$ cat src/inc/pipc_params.svh
// Register indices, field positions, reset values and depth codes
`ifndef PIPC_PARAMS_SVH
`define PIPC_PARAMS_SVH

// ---------------------------------------------------------------
// Register indices (byte address is four times the index)
// ---------------------------------------------------------------
`define PIPC_IDX_CTRL      10'h011
`define PIPC_IDX_EVT       10'h012
`define PIPC_IDX_IRQSTAT   10'h014
`define PIPC_IDX_IRQMASK   10'h015

// ---------------------------------------------------------------
// Control register fields and reset
// ---------------------------------------------------------------
`define PIPC_CTRL_RESET    16'h0108
`define PIPC_CTRL_WMASK    16'hFB1F
`define PIPC_DEPTH_LSB     8
`define PIPC_COLFD_BIT     4
`define PIPC_POL_BIT       3
`define PIPC_TEST_BIT      2
`define PIPC_GIE_BIT       1
`define PIPC_OE_BIT        0

// ---------------------------------------------------------------
// Event register fields and reset
// ---------------------------------------------------------------
`define PIPC_EVT_RESET     16'h0000
`define PIPC_EVT_STAT_LSB  8

// ---------------------------------------------------------------
// Loopback depth codes and fill levels in nibbles
// ---------------------------------------------------------------
`define PIPC_DCODE_4       2'h0
`define PIPC_DCODE_5       2'h1
`define PIPC_DCODE_6       2'h2
`define PIPC_DCODE_8       2'h3
`define PIPC_FILL_4        4'h4
`define PIPC_FILL_5        4'h5
`define PIPC_FILL_6        4'h6
`define PIPC_FILL_8        4'h8

// ---------------------------------------------------------------
// System interrupt status bits
// ---------------------------------------------------------------
`define PIPC_IRQ_COND_BIT  0
`define PIPC_IRQ_OVF_BIT   1
`define PIPC_IRQ_UNF_BIT   2
`define PIPC_IRQ_RESET     3'h0

`endif

$ cat src/inc/pipc_pkg.sv
// Types shared by the interrupt and pin control block
package pipc_pkg;

   typedef enum logic {
      BUS_IDLE,
      BUS_READ
   } pipc_bus_e;

   typedef struct packed {
      logic [15:0] ctrl;
      logic [7:0]  evtStat;
      logic [7:0]  evtEn;
      logic [2:0]  irqStat;
      logic [2:0]  irqMask;
      pipc_bus_e   bus;
      logic        wrPend;
      logic [9:0]  dIdx;
      logic        hreadyout;
      logic [31:0] hrdata;
      logic        colOut;
      logic        pinOut;
      logic        pinOe;
      logic        powerDown;
      logic        sysIrq;
      logic        condPrev;
      logic [3:0]  txNibble;
      logic        txNibbleValid;
   } pipc_state_s;

endpackage

$ cat src/core/pipc_top.sv
// Interrupt, collision, shared pin and loopback control of the PHY
//
// Behaviour
// - Depth code two gives six nibbles of loopback buffer, three gives eight.
// - Depth code zero gives four nibbles, one gives five; five after reset.
// - Loopback buffer absorbs receive versus transmit rate during far loopback.
// - Collision out only in half duplex unless full-duplex collision bit set.
// - Polarity one idles pin high, low on interrupt; zero is inverse.
// - Test bit forces interrupt continuously until software clears it.
// - Global enable gates event interrupts; each event needs own enable too.
// - Output enable zero makes pin power-down input; one drives interrupt.
// - Event status and enable register at index 0x12, resets to zero.
// - Event flags latch on event, clear on read, enable picks contribution.
//
// The AHB-Lite slave port was decided locally.
`timescale 1ns/1ps
`include "pipc_params.svh"

module pipc_top #(
   parameter int LB_DEPTH = 8
) (
   // Clock and reset
   input  wire logic        ref_clk,
   input  wire logic        reset_n,
   // AHB-Lite slave
   input  wire logic        hsel,
   input  wire logic [31:0] haddr,
   input  wire logic [1:0]  htrans,
   input  wire logic        hwrite,
   input  wire logic [2:0]  hsize,
   input  wire logic [31:0] hwdata,
   input  wire logic        hready,
   output logic             hreadyout,
   output logic             hresp,
   output logic [31:0]      hrdata,
   // Event pulses, bit 7 link quality down to bit 0 receive error
   input  wire logic [7:0]  eventPulse,
   // Collision
   input  wire logic        colRaw,
   input  wire logic        fullDuplex,
   output logic             colOut,
   // Far-end loopback
   input  wire logic        farLoopEn,
   input  wire logic [3:0]  rxNibble,
   input  wire logic        rxNibbleValid,
   input  wire logic        txNibbleReady,
   output logic [3:0]       txNibble,
   output logic             txNibbleValid,
   // Shared interrupt or power-down pin
   input  wire logic        irqPinIn,
   output logic             irqPinOut,
   output logic             irqPinOe,
   output logic             powerDownReq,
   // System interrupt
   output logic             sysIrq
);

   pipc_pkg::pipc_state_s cur_ff;
   pipc_pkg::pipc_state_s nxt_st;

   logic       addrPhase;
   logic       intCond;
   logic [3:0] fillLevel;
   logic       lbRdValid;
   logic [3:0] lbRdData;
   logic       lbOverflow;
   logic       lbUnderflow;
   logic       lbPop;
   logic [2:0] irqEvents;

   // ---------------------------------------------------------------
   // Loopback depth decode
   // ---------------------------------------------------------------
   always_comb begin
      case (cur_ff.ctrl[`PIPC_DEPTH_LSB +: 2])
         `PIPC_DCODE_4: fillLevel = `PIPC_FILL_4;
         `PIPC_DCODE_5: fillLevel = `PIPC_FILL_5;
         `PIPC_DCODE_6: fillLevel = `PIPC_FILL_6;
         `PIPC_DCODE_8: fillLevel = `PIPC_FILL_8;
         default:       fillLevel = `PIPC_FILL_5;
      endcase
   end

   // ---------------------------------------------------------------
   // Loopback buffer
   // ---------------------------------------------------------------
   assign lbPop = txNibbleReady & lbRdValid;

   pipc_lb_fifo #(
      .WIDTH (4),
      .DEPTH (LB_DEPTH)
   ) u_lb_fifo (
      .ref_clk   (ref_clk),
      .reset_n   (reset_n),
      .enable    (farLoopEn),
      .fillLevel (fillLevel),
      .wrValid   (rxNibbleValid),
      .wrData    (rxNibble),
      .wrReady   (),
      .rdReady   (txNibbleReady),
      .rdValid   (lbRdValid),
      .rdData    (lbRdData),
      .overflow  (lbOverflow),
      .underflow (lbUnderflow)
   );

   // ---------------------------------------------------------------
   // Interrupt condition
   // ---------------------------------------------------------------
   assign intCond = cur_ff.ctrl[`PIPC_TEST_BIT]
                  | (cur_ff.ctrl[`PIPC_GIE_BIT]
                     & |(cur_ff.evtStat & cur_ff.evtEn));

   assign irqEvents[`PIPC_IRQ_COND_BIT] = intCond & ~cur_ff.condPrev;
   assign irqEvents[`PIPC_IRQ_OVF_BIT]  = lbOverflow;
   assign irqEvents[`PIPC_IRQ_UNF_BIT]  = lbUnderflow;

   assign addrPhase = hsel & hready & htrans[1];

   // ---------------------------------------------------------------
   // Register read multiplexer
   // ---------------------------------------------------------------
   function automatic logic [31:0] readMux(
      input pipc_pkg::pipc_state_s st
   );
      logic [31:0] val;
      val = 32'h0000_0000;
      case (st.dIdx)
         `PIPC_IDX_CTRL:
            val = {16'h0000, st.ctrl & `PIPC_CTRL_WMASK};
         `PIPC_IDX_EVT:
            val = {16'h0000, st.evtStat, st.evtEn};
         `PIPC_IDX_IRQSTAT:
            val = {29'h0000_0000, st.irqStat};
         `PIPC_IDX_IRQMASK:
            val = {29'h0000_0000, st.irqMask};
         default:
            val = 32'h0000_0000;
      endcase
      return val;
   endfunction

   // ---------------------------------------------------------------
   // Next state
   // ---------------------------------------------------------------
   always_comb begin
      logic evtClear;
      logic [2:0] w1c;
      evtClear = 1'b0;
      w1c      = 3'h0;
      nxt_st   = cur_ff;

      // Write data phase; no wait state, applied at its closing edge
      if (cur_ff.wrPend) begin
         case (cur_ff.dIdx)
            `PIPC_IDX_CTRL:
               nxt_st.ctrl = hwdata[15:0] & `PIPC_CTRL_WMASK;
            `PIPC_IDX_EVT:
               nxt_st.evtEn = hwdata[7:0];
            `PIPC_IDX_IRQSTAT:
               w1c = hwdata[2:0];
            `PIPC_IDX_IRQMASK:
               nxt_st.irqMask = hwdata[2:0];
            default: ;
         endcase
      end
      nxt_st.wrPend = 1'b0;

      // Reads take one wait state so a read just after a write sees it
      case (cur_ff.bus)
         pipc_pkg::BUS_IDLE: begin
            nxt_st.hreadyout = 1'b1;
            if (addrPhase) begin
               nxt_st.dIdx = haddr[11:2];
               if (hwrite) begin
                  nxt_st.wrPend = 1'b1;
               end else begin
                  nxt_st.bus       = pipc_pkg::BUS_READ;
                  nxt_st.hreadyout = 1'b0;
               end
            end
         end
         pipc_pkg::BUS_READ: begin
            nxt_st.hrdata    = readMux(cur_ff);
            nxt_st.hreadyout = 1'b1;
            nxt_st.bus       = pipc_pkg::BUS_IDLE;
            evtClear         = (cur_ff.dIdx == `PIPC_IDX_EVT);
         end
         default: begin
            nxt_st.bus       = pipc_pkg::BUS_IDLE;
            nxt_st.hreadyout = 1'b1;
         end
      endcase

      // Flags clear on read; an event in the same cycle still lands
      nxt_st.evtStat = (evtClear ? 8'h00 : cur_ff.evtStat)
                     | eventPulse;

      nxt_st.irqStat  = (cur_ff.irqStat & ~w1c) | irqEvents;
      nxt_st.sysIrq   = |(cur_ff.irqStat & cur_ff.irqMask);
      nxt_st.condPrev = intCond;

      // Collision masked in full duplex unless enabled there
      nxt_st.colOut = colRaw & (~fullDuplex
                      | cur_ff.ctrl[`PIPC_COLFD_BIT]);

      // Shared pin direction and level
      nxt_st.pinOe  = cur_ff.ctrl[`PIPC_OE_BIT];
      nxt_st.pinOut = cur_ff.ctrl[`PIPC_POL_BIT] ?
                      ~intCond : intCond;
      nxt_st.powerDown = ~cur_ff.ctrl[`PIPC_OE_BIT] & ~irqPinIn;

      nxt_st.txNibble      = lbPop ? lbRdData : cur_ff.txNibble;
      nxt_st.txNibbleValid = lbPop;
   end

   // ---------------------------------------------------------------
   // State register
   // ---------------------------------------------------------------
   always_ff @(posedge ref_clk) begin
      if (!reset_n) begin
         cur_ff               <= '0;
         cur_ff.ctrl          <= `PIPC_CTRL_RESET;
         cur_ff.evtStat       <= 8'(`PIPC_EVT_RESET >> `PIPC_EVT_STAT_LSB);
         cur_ff.evtEn         <= 8'h00;
         cur_ff.irqStat       <= `PIPC_IRQ_RESET;
         cur_ff.irqMask       <= `PIPC_IRQ_RESET;
         cur_ff.bus           <= pipc_pkg::BUS_IDLE;
         cur_ff.hreadyout     <= 1'b1;
         cur_ff.pinOut        <= 1'b1;
      end else begin
         cur_ff <= nxt_st;
      end
   end

   // ---------------------------------------------------------------
   // Outputs
   // ---------------------------------------------------------------
   assign hreadyout     = cur_ff.hreadyout;
   assign hresp         = 1'b0;
   assign hrdata        = cur_ff.hrdata;
   assign colOut        = cur_ff.colOut;
   assign txNibble      = cur_ff.txNibble;
   assign txNibbleValid = cur_ff.txNibbleValid;
   assign irqPinOut     = cur_ff.pinOut;
   assign irqPinOe      = cur_ff.pinOe;
   assign powerDownReq  = cur_ff.powerDown;
   assign sysIrq        = cur_ff.sysIrq;

endmodule

$ cat src/core/pipc_lb_fifo.sv
// Far-end loopback elastic buffer between receive and transmit
`timescale 1ns/1ps

module pipc_lb_fifo #(
   parameter int WIDTH = 4,
   parameter int DEPTH = 8
) (
   // Clock and reset
   input  wire logic             ref_clk,
   input  wire logic             reset_n,
   // Control
   input  wire logic             enable,
   input  wire logic [3:0]       fillLevel,
   // Receive side
   input  wire logic             wrValid,
   input  wire logic [WIDTH-1:0] wrData,
   output logic                  wrReady,
   // Transmit side
   input  wire logic             rdReady,
   output logic                  rdValid,
   output logic [WIDTH-1:0]      rdData,
   // Error pulses
   output logic                  overflow,
   output logic                  underflow
);

   localparam int AW = (DEPTH > 1) ? $clog2(DEPTH) : 1;
   localparam int CW = $clog2(DEPTH + 1);

   typedef struct packed {
      logic [DEPTH-1:0][WIDTH-1:0] mem;
      logic [AW-1:0]               wrPtr;
      logic [AW-1:0]               rdPtr;
      logic [CW-1:0]               count;
      logic                        running;
   } pipc_fifo_s;

   pipc_fifo_s cur_ff;
   pipc_fifo_s nxt_st;
   logic       push;
   logic       pop;
   logic       full;
   logic       empty;

   assign full      = (cur_ff.count == CW'(DEPTH));
   assign empty     = (cur_ff.count == '0);
   assign wrReady   = enable & ~full;
   assign rdValid   = cur_ff.running & ~empty;
   assign rdData    = cur_ff.mem[cur_ff.rdPtr];
   assign push      = wrValid & wrReady;
   assign pop       = rdReady & rdValid;
   assign overflow  = enable & wrValid & full;
   assign underflow = enable & cur_ff.running & rdReady & empty;

   // ---------------------------------------------------------------
   // Next state
   // ---------------------------------------------------------------
   always_comb begin
      nxt_st = cur_ff;
      if (!enable) begin
         nxt_st.wrPtr   = '0;
         nxt_st.rdPtr   = '0;
         nxt_st.count   = '0;
         nxt_st.running = 1'b0;
      end else begin
         if (push) begin
            nxt_st.mem[cur_ff.wrPtr] = wrData;
            nxt_st.wrPtr = (cur_ff.wrPtr == AW'(DEPTH - 1)) ?
                           '0 : cur_ff.wrPtr + AW'(1);
         end
         if (pop) begin
            nxt_st.rdPtr = (cur_ff.rdPtr == AW'(DEPTH - 1)) ?
                           '0 : cur_ff.rdPtr + AW'(1);
         end
         nxt_st.count = cur_ff.count + CW'(push) - CW'(pop);
         // Draining waits for the programmed fill so that a faster
         // transmit clock never starves the frame mid-way
         if (!cur_ff.running && (CW'(cur_ff.count) >= CW'(fillLevel)))
            nxt_st.running = 1'b1;
         else if (cur_ff.running && empty && !push)
            nxt_st.running = 1'b0;
      end
   end

   always_ff @(posedge ref_clk) begin
      if (!reset_n) begin
         cur_ff <= '0;
      end else begin
         cur_ff <= nxt_st;
      end
   end

endmodule

$ cat config.mk
export PLATFORM = sky130hd
export DESIGN_NAME = pipc_top
export DESIGN_NICKNAME = d
export VERILOG_FILES = /design/src/inc/pipc_pkg.sv /design/src/core/pipc_top.sv /design/src/core/pipc_lb_fifo.sv
export VERILOG_INCLUDE_DIRS = /design/src /design/src/inc
export SDC_FILE = /design/constraint.sdc
export NUM_CORES = 1
export LEC_CHECK = 0
export BUFFER_PORTS_ARGS = -buffer_cell sky130_fd_sc_hd__buf_2
export CORE_ASPECT_RATIO = 1.25
export CORE_UTILIZATION = 35
export CTS_CLUSTER_DIAMETER = 200
export DETAILED_ROUTE_END_ITERATION = 10
export GPL_TIMING_DRIVEN = 0
export PLACE_DENSITY = 0.58
export SLEW_MARGIN = 25
export SYNTH_ARGS = -nofsm -noshare
export SYNTH_HDL_FRONTEND = slang
export SYNTH_SLANG_ARGS = --single-unit
$ cat constraint.sdc
create_clock -name ref_clk -period 2.79 [get_ports ref_clk]
set_input_delay 0.1395 -clock ref_clk [delete_from_list [all_inputs] [get_ports ref_clk]]
set_output_delay 0.1395 -clock ref_clk [all_outputs]
set_load 0.02 [all_outputs]
==> run metrics <==
status completed; net count of the finished layout 815; final core area utilization 46.1%; largest vdd supply drop 0.000407 V; Fin Hold WS 0.0147 ns; number of register bits inferred by synthesis 117; start-to-end type of the worst setup path reg2reg; dpl cell area 6020 um2; detailed-route DRC error count 0; max-capacitance violation count 0; area share of the leading cell type in the synthesized netlist 43.8%; post-DR vias/cell 4.84; count of cell types in the netlist 56; Setup crit start kind flop; final hold violations 0; via count 4375; antenna cells 0; post-layout power 3.99 mW; global-route wire length before repair 21600 um; largest net degree at the start of global routing 17; number of global-route vias before repair 4534; Leakage Power 2.96 nW; sequential element share of the synthesized area 43.8%; DR pass1 iterations 4; maximum clock insertion buffer count 2; final weighted congestion of routability-driven global placement 0.796; effective utilization at floorplan 35.8%; share of the clock period used by the worst path 89.4%; DRT antenna net count 0; count of flip-flops with a built-in enable after synthesis 0; library cell with the largest summed area after synthesis sky130_fd_sc_hd__dfxtp_1; share of flip-flops with an asynchronous set or reset 0%; Fillers 1450; required time of the critical path 3.09 ns; Die Span X 113 um; wirelength, routed 13300 um; FP Rows 50; Detail Placement HPWL 9780 um; GRT Util Overall 17.6%; Worst Max-Slew Pin Slew 0.918 ns; CTS tree built; average cell area after synthesis 9.45 um2; clock-pin slew of the registers on the worst-case setup and hold paths 0.05 ns; share of cells above drive strength 1 24.4%; Cell Area, Synth 5350 um2; power per standard cell area 578 nW/um2; final routed wire length divided by cell count 14.8 um; crit-path max FO 10; number of instances in the synthesized netlist 566; setup repair after global routing missed its margin false; Yosys warnings 0; area of the die 15800 um2; total overflow reported by the global router 0; number of max-slew violations in the final report 0; worst max-slew margin expressed relative to the limit 38.3%; sinks on the clock net 117; Final Setup Violations 0; CTS Buf Count 17; area added between synthesis and finish 28.9%; final std cell area, no fill 6900 um2; number of top-level pins 136; setup fix buffers added after clock tree synthesis 0; Worst EP arrival 2.80 ns; Worst Hold Class in2reg; count of input and output buffers 75; initial antenna violation count 0; buffer type at the clock tree root sky130_fd_sc_hd__clkbuf_16; clock tree skew after final layout 0.00880 ns; time the final worst path needs with I/O delays and setup 2.50 ns; Setup crit end kind flop; die outline height 140 um; Synth area leaders sky130_fd_sc_hd__dfxtp_1, sky130_fd_sc_hd__mux2i_1, sky130_fd_sc_hd__nand2_1; depth of the CTS H-tree 4; maximum clock frequency 401 MHz; main flop type after synthesis sky130_fd_sc_hd__dfxtp_1; count of routing violations after the opening detailed-route iteration 254; clock network latency to the later pin of the worst-skew pair 0.41 ns; placeable core region 15000 um2
-- worst max-delay path, stage by stage, from the launching register on --
cell and delay (ns):
sky130_fd_sc_hd__dfxtp_1 0.31, sky130_fd_sc_hd__inv_1 0.10, sky130_fd_sc_hd__ha_1 0.14, sky130_fd_sc_hd__or3b_2 0.46, sky130_fd_sc_hd__nand3_2 0.22, sky130_fd_sc_hd__clkinv_1 0.25, sky130_fd_sc_hd__ha_1 0.30, sky130_fd_sc_hd__fa_1 0.42
sky130_fd_sc_hd__and3_1 0.18
-- state kept, by name, summed over array words and instances, names as in the netlist --
name              cells
hrdata               16
u_lb_fifo.cur_ff     43
irqPinOut             1
cur_ff               47
irqPinOe              1
sysIrq                1
txNibble              4
colOut                1
powerDownReq          1
txNibbleValid         1
hreadyout             1
-- placed cells by master (no fill, tap or decap), types with 8 or more instances in the layout --
master and count:
sky130_fd_sc_hd__a21oi_1 29, sky130_fd_sc_hd__a22o_1 12, sky130_fd_sc_hd__a22oi_1 13, sky130_fd_sc_hd__buf_2 77, sky130_fd_sc_hd__buf_4 38, sky130_fd_sc_hd__clkbuf_1 22, sky130_fd_sc_hd__clkbuf_16 17, sky130_fd_sc_hd__conb_1 17
sky130_fd_sc_hd__dfxtp_1 117, sky130_fd_sc_hd__dlygate4sd3_1 32, sky130_fd_sc_hd__ha_1 14, sky130_fd_sc_hd__inv_1 20, sky130_fd_sc_hd__mux2i_1 60, sky130_fd_sc_hd__mux4_2 8, sky130_fd_sc_hd__nand2_1 92, sky130_fd_sc_hd__nor2_1 45
sky130_fd_sc_hd__o21ai_0 11
-- layer usage --
layer  global-route usage (%)  wire length (um)  part of all wire [%]
met5                        0                 0                     0
met4                     8.49               427                   3.2
met3                     4.63               519                   3.9
met2                     32.1              6860                    51
met1                     18.7              5520                    41
-- synthesized netlist by cell type, drive strengths merged, types with 3 or more instances --
master / number
nor4: 4
a22oi: 13
or3b: 3
clkbuf: 21
mux2i: 60
dfxtp: 117
a21oi: 30
o21ai: 11
buf: 46
nor2: 47
a22o: 12
inv: 20
nand3: 4
nand2: 92
ha: 14
mux4: 8
or3: 3
xnor2: 3
nand2b: 3
a221oi: 3
a2bb2oi: 4
nor3: 4
nor2b: 7
and3: 4
-- power by group --
| group | internal (mW) | switching [mW] |
|---|---|---|
| Clock | 1.24 | 0.787 |
| Sequential | 1.69 | 0.0151 |
| Combinational | 0.110 | 0.139 |
| Total | 3.05 | 0.941 |
-- final timing paths --
path                  startpoint                   to  slack (ns)  depth (start not counted)
max reg2reg  u_lb_fifo.cur_ff[3]  u_lb_fifo.cur_ff[2]        0.29                          8
max          u_lb_fifo.cur_ff[3]  u_lb_fifo.cur_ff[2]        0.29                          8
min reg2reg            cur_ff[5]           cur_ff[59]        0.44                          1
min                    hwdata[4]           cur_ff[66]        0.01                          3
-- through the flow --
step / cells / TNS, ns / setup slack, ns
after floorplan: 582 / 0 / 0.462
after global placement: 839 / -0.0184 / -0.0184
after detailed placement: 839 / -0.0900 / -0.0565
after CTS: 903 / 0 / 0.132
after global routing: 903 / 0 / 0.0933
final: 903 / 0 / 0.294
-- logic make-up (layout without fill, tap and decap cells) --
family	after synthesis	after routing	share of synthesized area, %
AOI/OAI and AO/OA	86	86	11.0
DFF	117	117	43.8
muxes	70	70	15.0
xor gates and xnor gates	3	3	0.491
adders and majority gates	15	15	3.65
buffers and inverters	89	228	9.38
and+or+nand+nor	185	185	16.6
other	1	17	0.0701
-- layout make-up --
type	instances	area, um2	area share (%)
Multi-Input combinational cell	376	2580	37.4
Sequential cell	117	2340	33.9
Timing Repair Buffer	107	696	10.1
Clock buffer	20	447	6.47
Buffer	67	420	6.09
Tap cell	182	228	3.30
Clock inverter	12	106	1.54
Inverter	22	82.6	1.20
-- timing repair --
item                                   in CTS  in global routing
pin swaps                                   0                  0
hold buffers                               32                  0
gates resized for setup                     1                  1
setup endpoints to repair                   2                  2
endpoints found under the hold margin      34                  0
(Power assumes the default switching activity.)
